--- src/spamx_pkg.sv ---
// Package for the serial port A pin multiplexer: per-pin function codes,
// reset values and timing counts.
// Assumes a single 200 MHz core clock; no software-visible register map.
package spamx_pkg;
	// Pin indices of the four port pins
	localparam int PIN_OUT   = 0;
	localparam int PIN_IN    = 1;
	localparam int PIN_REQ   = 2;
	localparam int PIN_CLEAR = 3;
	localparam int NUM_PINS  = 4;

	// Per-pin normal-mode programming (2 bits each)
	typedef enum logic [1:0] {
		SPAMX_FN_GPIO    = 2'h0,
		SPAMX_FN_SERIAL  = 2'h1,
		SPAMX_FN_CAPTURE = 2'h2
	} spamx_fn_t;

	localparam logic [1:0] FN_RESET = 2'h0;
	localparam logic [3:0] GPIO_OE_RESET  = 4'h0;
	localparam logic [3:0] GPIO_OUT_RESET = 4'h0;

	// Low-frequency reference is counted in reference edges, not core cycles
	localparam int ALT_RESET_MIN_REF_CYCLES = 3;
	// Debug acknowledge length in core cycles
	localparam int DEBUG_ACK_CYCLES = 3;
	localparam int ACK_CNT_W = 2;
endpackage : spamx_pkg

--- src/spamx_sync.sv ---
// Three-stage synchroniser with agreement of the last two stages.
// Assumes input is asynchronous to clk; rst_n is already synchronous-released.
`timescale 1ns/10ps
module spamx_sync #(
	parameter logic INIT = 1'b1
) (
	input  wire logic clk,
	input  wire logic rst_n,
	input  wire logic din,
	output logic      dout
);
	typedef struct packed {
		logic s1;
		logic s2;
		logic s3;
		logic q;
	} spamx_sync_st_t;

	spamx_sync_st_t st_r;
	spamx_sync_st_t st_nxt;

	always_comb begin
		st_nxt    = st_r;
		st_nxt.s1 = din;
		st_nxt.s2 = st_r.s1;
		st_nxt.s3 = st_r.s2;
		// Change only counts once stages two and three agree
		if (st_r.s2 == st_r.s3) begin
			st_nxt.q = st_r.s3;
		end
	end

	always_ff @(posedge clk or negedge rst_n) begin
		if (!rst_n) begin
			st_r <= {INIT, INIT, INIT, INIT};
		end else begin
			st_r <= st_nxt;
		end
	end

	assign dout = st_r.q;
endmodule : spamx_sync

--- src/spamx_mux.sv ---
// Pin multiplexer for serial port A: normal serial/capture/GPIO or alternate
// JTAG data, external reset and debug-event functions.
// Assumes a 200 MHz clk; the UART, TAP, timers and debug logic are outside.
//
// Functional notes
// Select low routes normal serial functions
// Select high routes JTAG, reset, debug
// Unprogrammed pins act as GPIO
// Reset leaves pins as inputs, drivers off
// JTAG data out drives only in shift
// JTAG data in sampled on test clock
// Primary JTAG data pins disconnected when alternate
// Alternate reset needs three reference-clock lows
// Primary reset ignored when alternate enabled
// External low on debug pin requests debug
// Debug entry pulses open-drain acknowledge
// Primary debug pin disabled when alternate
// Receive pin feeds capture input one
// Request pin feeds capture input two
// Normal mode carries serial out, request
// Clear pin is handshake input or GPIO
// Pulls disconnected while pin drives
// Output enable only from selected function
`timescale 1ns/10ps
module spamx_mux (
	input  wire logic       clk,
	input  wire logic       arst_n,
	input  wire logic       pin_function_select,
	input  wire logic [7:0] pin_fn_cfg,
	input  wire logic [3:0] gpio_out,
	input  wire logic [3:0] gpio_oe,
	output logic      [3:0] gpio_in,
	input  wire logic [3:0] pad_in,
	output logic      [3:0] pad_out,
	output logic      [3:0] pad_oe,
	output logic      [3:0] pad_pull_en,
	input  wire logic       port_a_serial_out,
	output logic            port_a_serial_in,
	input  wire logic       port_a_send_request,
	output logic            port_a_send_clear,
	output logic            capture_input_one,
	output logic            capture_input_two,
	input  wire logic       tap_data_out,
	input  wire logic       tap_shift_state,
	output logic            tap_data_in,
	input  wire logic       primary_data_in,
	input  wire logic       primary_data_out_oe,
	output logic            primary_data_out_en,
	input  wire logic       low_freq_ref_clock,
	input  wire logic       primary_reset_n,
	output logic            chip_reset_n,
	input  wire logic       debug_entered,
	input  wire logic       primary_debug_in_n,
	output logic            primary_debug_en,
	output logic            debug_request
);
	typedef struct packed {
		logic                                sel;
		logic                                ref_prev;
		logic [1:0]                          low_cnt;
		logic                                rst_n;
		logic [spamx_pkg::ACK_CNT_W-1:0]     ack_cnt;
	} spamx_st_t;

	spamx_st_t st_r;
	spamx_st_t st_nxt;
	logic      rst_s1_r;
	logic      rst_s2_r;
	logic [3:0] pin_s;
	logic      sel_s;
	logic      ref_s;

	// Reset release through two flip-flops
	always_ff @(posedge clk or negedge arst_n) begin
		if (!arst_n) begin
			rst_s1_r <= 1'b0;
			rst_s2_r <= 1'b0;
		end else begin
			rst_s1_r <= 1'b1;
			rst_s2_r <= rst_s1_r;
		end
	end

	genvar gi;
	generate
		for (gi = 0; gi < spamx_pkg::NUM_PINS; gi++) begin : g_sync
			spamx_sync #(.INIT(1'b1)) u_pin (
				.clk   (clk),
				.rst_n (rst_s2_r),
				.din   (pad_in[gi]),
				.dout  (pin_s[gi])
			);
		end
	endgenerate

	spamx_sync #(.INIT(1'b0)) u_sel (
		.clk   (clk),
		.rst_n (rst_s2_r),
		.din   (pin_function_select),
		.dout  (sel_s)
	);

	spamx_sync #(.INIT(1'b0)) u_ref (
		.clk   (clk),
		.rst_n (rst_s2_r),
		.din   (low_freq_ref_clock),
		.dout  (ref_s)
	);

	function automatic logic [1:0] fn_of(input logic [7:0] cfg, input int idx);
		fn_of = cfg[2*idx +: 2];
	endfunction : fn_of

	// Alternate reset qualifier and debug acknowledge stretcher
	always_comb begin
		st_nxt          = st_r;
		st_nxt.sel      = sel_s;
		st_nxt.ref_prev = ref_s;
		if (!st_r.sel || pin_s[spamx_pkg::PIN_REQ]) begin
			st_nxt.low_cnt = 2'h0;
			st_nxt.rst_n   = 1'b1;
		end else if (ref_s && !st_r.ref_prev) begin
			// Only reference-clock rising edges count toward validity
			if (st_r.low_cnt == 2'(spamx_pkg::ALT_RESET_MIN_REF_CYCLES - 1)) begin
				st_nxt.rst_n = 1'b0;
			end else begin
				st_nxt.low_cnt = st_r.low_cnt + 2'h1;
			end
		end
		if (debug_entered && st_r.sel) begin
			st_nxt.ack_cnt = spamx_pkg::ACK_CNT_W'(spamx_pkg::DEBUG_ACK_CYCLES);
		end else if (st_r.ack_cnt != '0) begin
			st_nxt.ack_cnt = st_r.ack_cnt - 1'b1;
		end
	end

	always_ff @(posedge clk or negedge rst_s2_r) begin
		if (!rst_s2_r) begin
			st_r <= '{sel: 1'b0, ref_prev: 1'b0, low_cnt: 2'h0, rst_n: 1'b1, ack_cnt: '0};
		end else begin
			st_r <= st_nxt;
		end
	end

	// Pin routing; output enables come only from the selected function
	always_comb begin
		logic [1:0] fn_out;
		logic [1:0] fn_in;
		logic [1:0] fn_req;
		logic [1:0] fn_clr;
		fn_out  = fn_of(pin_fn_cfg, spamx_pkg::PIN_OUT);
		fn_in   = fn_of(pin_fn_cfg, spamx_pkg::PIN_IN);
		fn_req  = fn_of(pin_fn_cfg, spamx_pkg::PIN_REQ);
		fn_clr  = fn_of(pin_fn_cfg, spamx_pkg::PIN_CLEAR);
		pad_out = gpio_out;
		pad_oe  = gpio_oe;
		gpio_in = pin_s;
		port_a_serial_in  = 1'b1;
		port_a_send_clear = 1'b1;
		capture_input_one = 1'b1;
		capture_input_two = 1'b1;
		tap_data_in       = primary_data_in;
		if (st_r.sel) begin
			pad_out = 4'h0;
			pad_oe  = 4'h0;
			pad_out[spamx_pkg::PIN_OUT] = tap_data_out;
			pad_oe[spamx_pkg::PIN_OUT]  = tap_shift_state;
			tap_data_in = pin_s[spamx_pkg::PIN_IN];
			pad_oe[spamx_pkg::PIN_CLEAR] = (st_r.ack_cnt != '0);
		end else begin
			if (fn_out == spamx_pkg::SPAMX_FN_SERIAL) begin
				pad_out[spamx_pkg::PIN_OUT] = port_a_serial_out;
				pad_oe[spamx_pkg::PIN_OUT]  = 1'b1;
			end
			if (fn_in == spamx_pkg::SPAMX_FN_SERIAL) begin
				pad_oe[spamx_pkg::PIN_IN] = 1'b0;
				port_a_serial_in = pin_s[spamx_pkg::PIN_IN];
			end else if (fn_in == spamx_pkg::SPAMX_FN_CAPTURE) begin
				pad_oe[spamx_pkg::PIN_IN] = 1'b0;
				capture_input_one = pin_s[spamx_pkg::PIN_IN];
			end
			if (fn_req == spamx_pkg::SPAMX_FN_SERIAL) begin
				pad_out[spamx_pkg::PIN_REQ] = port_a_send_request;
				pad_oe[spamx_pkg::PIN_REQ]  = 1'b1;
			end else if (fn_req == spamx_pkg::SPAMX_FN_CAPTURE) begin
				pad_oe[spamx_pkg::PIN_REQ] = 1'b0;
				capture_input_two = pin_s[spamx_pkg::PIN_REQ];
			end
			if (fn_clr == spamx_pkg::SPAMX_FN_SERIAL) begin
				pad_oe[spamx_pkg::PIN_CLEAR] = 1'b0;
				port_a_send_clear = pin_s[spamx_pkg::PIN_CLEAR];
			end
		end
	end

	assign pad_pull_en         = ~pad_oe;
	assign primary_data_out_en = primary_data_out_oe && !st_r.sel;
	assign chip_reset_n        = st_r.sel ? st_r.rst_n : primary_reset_n;
	assign primary_debug_en    = !st_r.sel;
	assign debug_request       = st_r.sel ? !pin_s[spamx_pkg::PIN_CLEAR] : !primary_debug_in_n;
endmodule : spamx_mux

--- config.mk ---
export PLATFORM = sky130hd
export DESIGN_NAME = spamx_mux
export DESIGN_NICKNAME = d
export VERILOG_FILES = /design/src/spamx_pkg.sv /design/src/spamx_sync.sv /design/src/spamx_mux.sv
export SDC_FILE = /design/constraint.sdc
export NUM_CORES = 1
export LEC_CHECK = 0
export CORE_MARGIN = 5
export CORE_UTILIZATION = 54
export CTS_CLUSTER_SIZE = 8
export DETAILED_ROUTE_END_ITERATION = 16
export DONT_BUFFER_PORTS = 1
export HOLD_SLACK_MARGIN = 0.12
export PLACE_DENSITY = 0.74
export SLEW_MARGIN = 10
export SYNTH_ARGS = -nofsm -noshare
export SYNTH_HDL_FRONTEND = slang
export SYNTH_SLANG_ARGS = --single-unit
--- constraint.sdc ---
create_clock -name clk -period 1 [get_ports clk]
set_input_delay 0.2 -clock clk [delete_from_list [all_inputs] [get_ports clk]]
set_output_delay 0.2 -clock clk [all_outputs]
set_load 0.02 [all_outputs]
After elaboration in Yosys (flattened, before gate mapping)
Index checks and enable logic that the tools add are counted.
{"block": "totals", "reg_bits": 33, "out_inout_bits": 25}
{"block": "op_classes", "addsub": 2, "eq_ne": 14, "n_mux": 32, "n_bitwise": 1, "n_reduce_logical": 14}
{"op": "two-way mux 1 bit", "n": 26}
{"op": "== test 2 x 1 -> 1 bit (second input constant)", "n": 4}
{"op": "nonzero test 2 bit", "n": 4}
{"op": "== test 1 bit", "n": 6}
{"op": "== test 2 bit (second input constant)", "n": 3}
{"op": "two-way mux 2 bit", "n": 3}
{"op": "two-way mux 3 bit", "n": 2}
{"op": "zero test 1 bit", "n": 4}
{"op": "two-way mux 4 bit", "n": 1}
{"op": "inverter 4 bit", "n": 1}
{"op": "AND reduction 2 bit", "n": 2}
{"op": "logical AND 1 bit", "n": 3}
{"op": "adder 2 x 1 -> 2 bit (second input constant)", "n": 1}
{"op": "!= test 2 bit (second input constant)", "n": 1}
{"op": "subtractor 2 x 1 -> 2 bit (second input constant)", "n": 1}
{"op": "logical OR 1 bit", "n": 1}

Logic depth before layout (Yosys ltp)
{"block": "logic_depth", "ltp_word": 5, "ltp_mapped": 5}

Cells and area by module
From an unflattened synthesis, not the netlist that was laid out.
{"block": "unflattened", "hier_cells": 96, "hier_area_um2": 1312.5}
{"mod": "spamx_mux", "n_inst": 1, "cells_each": 66, "area_each_um2": 624.3}
{"mod": "spamx_sync (g_sync[0].u_pin ...)", "n_inst": 4, "cells_each": 5, "area_each_um2": 116.4}
{"mod": "spamx_sync (u_ref ...)", "n_inst": 2, "cells_each": 5, "area_each_um2": 111.4}

Worst setup path before layout
OpenSTA, ideal clock, no wires.
{"block": "synth_path", "path_type": "register -> output", "startpoint": "register st_r[6] (netlist bit)", "endpoint": "output pad_oe[0]", "arrival_time_ns": 1.145, "required_time_ns": 0.800, "slack_ns": -0.345, "path_stages_with_launch": 4, "n_path_buf": 2, "cell_sequence": "dfrtp_1 > buf_6 > buf_6 > o21ai_0"}
{"block": "synth_via", "elab_chain_cells": 1}
{"element": "start: declaration", "line": "spamx_mux.sv:65", "rtl": "spamx_st_t st_r;"}
{"element": "start signal: assignment", "line": "spamx_mux.sv:139", "rtl": "st_r <= '{sel: 1'b0, ref_prev: 1'b0, low_cnt: 2'h0, rst_n: 1'b1, ack_cnt: '0};"}
{"element": "start signal: assignment", "line": "spamx_mux.sv:141", "rtl": "st_r <= st_nxt;"}
{"element": "two-way mux 4 bit", "line": "spamx_mux.sv:163", "rtl": "if (st_r.sel) begin"}
{"element": "end: declaration", "line": "spamx_mux.sv:35", "rtl": "output logic [3:0] pad_oe,"}
Every way passes these cells.

Worst setup path in the final report
{"block": "layout_path", "startpoint": "register st_r[6] (netlist bit)", "endpoint": "output pad_oe[1]"}
The elaborated chain is that of the path after synthesis.

==> impl_metrics.json <==
{
  "start_util_pct": 55.4,
  "crit_chain": "buf_12, nor4b_4, buf_4",
  "end_kind": "primary output",
  "vias": 863,
  "grt_pass1_wl_mm": 3.84,
  "cts_buffers": 5,
  "cp_max_fo": 9,
  "hpwl_mm": 1.80,
  "mostFrequentLayoutCells": "dfstp_2, buf_4, dfrtp_1, dlygate4sd3_1, buf_6",
  "setup_viol_count_final": 29,
  "max_freq_mhz": 643,
  "path_class": "reg2out",
  "core-area_mm2": 0.00241,
  "finalHoldViolations": 0,
  "antenna_cells": 0,
  "cts_sinks": 33,
  "vias_per_cell": 5.08,
  "die_area_mm2": 0.00357,
  "fin_util_pct": 78.4,
  "drv_cap": 0,
  "cpPeakStageDelay_ps": 450,
  "violations": "negative setup slack",
  "postSynthCellCount": 100,
  "start_kind": "flip-flop",
  "clock-root-buffer": "clkbuf_4",
  "antenna_found_initial": 0,
  "grt_util_all_layers_pct": 15.1,
  "layout_setup_ws_ps": -554,
  "dp_slack_ps": -249,
  "p_total_mw": 3.34,
  "first_iter_violations": 29,
  "path_clk_slew_ps": 90,
  "ys_warn_count": 0,
  "regArea_um2": 848,
  "vdd_drop_max_mv": 1.46,
  "firstDrtPassIters": 3,
  "grt_max_degree": 26,
  "clock_latency_ps": 320,
  "yosysUniqueCellTypes": 25,
  "cp_slowest_cell": "dfrtp_2",
  "powerDensity_mw_per_mm2": 1770,
  "syn_area_mm2": 0.00134,
  "ant_nets": 0,
  "ios": 58,
  "drive_gt1_share_pct": 56.4,
  "n_fill_cell": 147,
  "worst_ep_required_time_ps": 800,
  "fin_worst_skew_ps": 10.8,
  "slew_violations": 0,
  "arrival_ps": 1350,
  "min_period_ps": 1550,
  "gp_congestion": 0.679,
  "die_w_um": 59.7,
  "cp_top_family": "flip-flops",
  "whs_ps": 125,
  "h-tree-depth": 2,
  "fin_crit_sh_pct": 155,
  "port_buffers": 0,
  "cts_buffer_depth": 2,
  "ys_seq_area_share_pct": 63.4,
  "fin_nets": 174,
  "fp.dieH_um": 59.7,
  "power.leakage_nw": 0.818,
  "area_growth_pct": 41.5,
  "synth_nets": 135,
  "multi_input_area_um2": 543,
  "drt-total-wl_mm": 2.48,
  "rows": 18,
  "min_path_type": "reg2async",
  "outcome": "finished with violations",
  "drc": 0,
  "grt_pass1_vias": 886,
  "rsz0062_at_grt": "yes",
  "cts_tree": "built",
  "grt_overflow": 0,
  "ys_ff_latch": 33,
  "wl_per_cell_um": 14.6,
  "syn_area_per_cell_um2": 13.4,
  "path_buf_inv": 2
}
==> cells by family after synthesis <==
group	synth area share, %
AOI/OAI and AO/OA	3.37
xor gates and xnor gates	1.31
adders and majority gates	6.37
buffers and inverters	5.62
DFF	63.4
muxes	6.28
other	0.281
and+or+nand+nor	13.3
==> where the power goes <==
| part | internal (mW) | switching (mW) |
|---|---|---|
| clock | 0.347 | 0.380 |
| sequential | 1.49 | 0.0893 |
| combinational | 0.561 | 0.480 |
==> flip-flops by register name, indices dropped and copies added (netlist names) <==
name,flops
g_sync.u_pin.st_nxt,8
st_r,7
g_sync.u_pin.dout,4
g_sync.u_pin.st_r,4
u_ref.st_nxt,2
u_sel.st_nxt,2
rst_s1_r,1
rst_s2_r,1
u_ref.dout,1
u_ref.st_r,1
u_sel.dout,1
u_sel.st_r,1
==> stage by stage <==
| stage | cells | instance area (µm²) | setup TNS (ps) |
|---|---|---|---|
| 6_report | 170 | 1890 | -11450 |
| 5_1_grt | 170 | 1890 | -13490 |
| 4_1_cts | 167 | 1840 | -11650 |
| 3_5_place_dp | 146 | 1610 | -3300 |
| 3_3_place_gp | 146 | 1610 | -2700 |
| 2_1_floorplan | 100 | 1420 | -2470 |
==> Yosys cell counts <==
| cell type | instances | share of area (%) |
|---|---|---|
| dfrtp_1 | 16 | 30 |
| xor2_1 | 1 | 0.66 |
| buf_6 | 2 | 1.7 |
| nor2_1 | 5 | 1.4 |
| or3_1 | 2 | 0.94 |
| buf_4 | 4 | 2.2 |
| a21o_1 | 2 | 1.1 |
| dfstp_2 | 17 | 33 |
| nand2_1 | 9 | 2.5 |
| nand3b_1 | 1 | 0.56 |
| o21ai_0 | 2 | 0.75 |
| mux2i_1 | 5 | 3.7 |
| maj3_1 | 6 | 4.5 |
| ha_1 | 2 | 1.9 |
| mux2_2 | 3 | 2.5 |
| nor2b_1 | 6 | 2.8 |
| o211ai_1 | 1 | 0.56 |
| nand2b_1 | 4 | 1.9 |
| xnor2_1 | 1 | 0.66 |
| conb_1 | 1 | 0.28 |
| nor4b_4 | 1 | 1.8 |
| nor3b_4 | 1 | 1.4 |
| inv_1 | 6 | 1.7 |
| o21a_1 | 1 | 0.56 |
| a21oi_1 | 1 | 0.37 |
==> repair_timing <==
action / CTS / global route
resized for setup: 14 / 8
hold buffers: 9 / 0
pin swaps: 3 / 4
gates cloned: 0 / 0
endpoints found under the setup margin: 29 / 31
setup buffers: 4 / 3
endpoints found under the hold margin: 10 / 0
==> worst paths after layout <==
path	startpoint	end	slack (ps)	depth (start not counted)
max in group asynchronous	arst_n	rst_s1_r$_DFF_PN0_	200	2
max reg2reg	st_r[4]$_DFFE_PN0P_	st_r[4]$_DFFE_PN0P_	-210	4
min in group clk	g_sync[2].u_pin.st_nxt[2]$_DFF_PN1_	g_sync[2].u_pin.st_nxt[1]$_DFF_PN1_	360	0
min reg2reg	rst_s2_r$_DFF_PN0_	u_ref.st_nxt[2]$_DFF_PN0_	130	0
min	rst_s2_r$_DFF_PN0_	u_ref.st_nxt[2]$_DFF_PN0_	130	0
max	st_r[6]$_DFF_PN0_	pad_oe[1]	-550	3
==> metal layers <==
metal / wire length [µm] / GRT usage (%)
met1: 850 / 16.0
met2: 1240 / 25.2
met3: 372 / 5.40
met4: 14 / 9.49
met5: 0 / 0
==> final cells by class <==
class                           instances  share of cell area, %
Sequential cell                        33                   44.9
Inverter                                6                   1.19
Tap cell                               30                   1.99
Clock buffer                            8                   3.11
Multi-Input combinational cell         55                   28.7
Timing Repair Buffer                   38                   20.1
(Power assumes the default switching activity.)
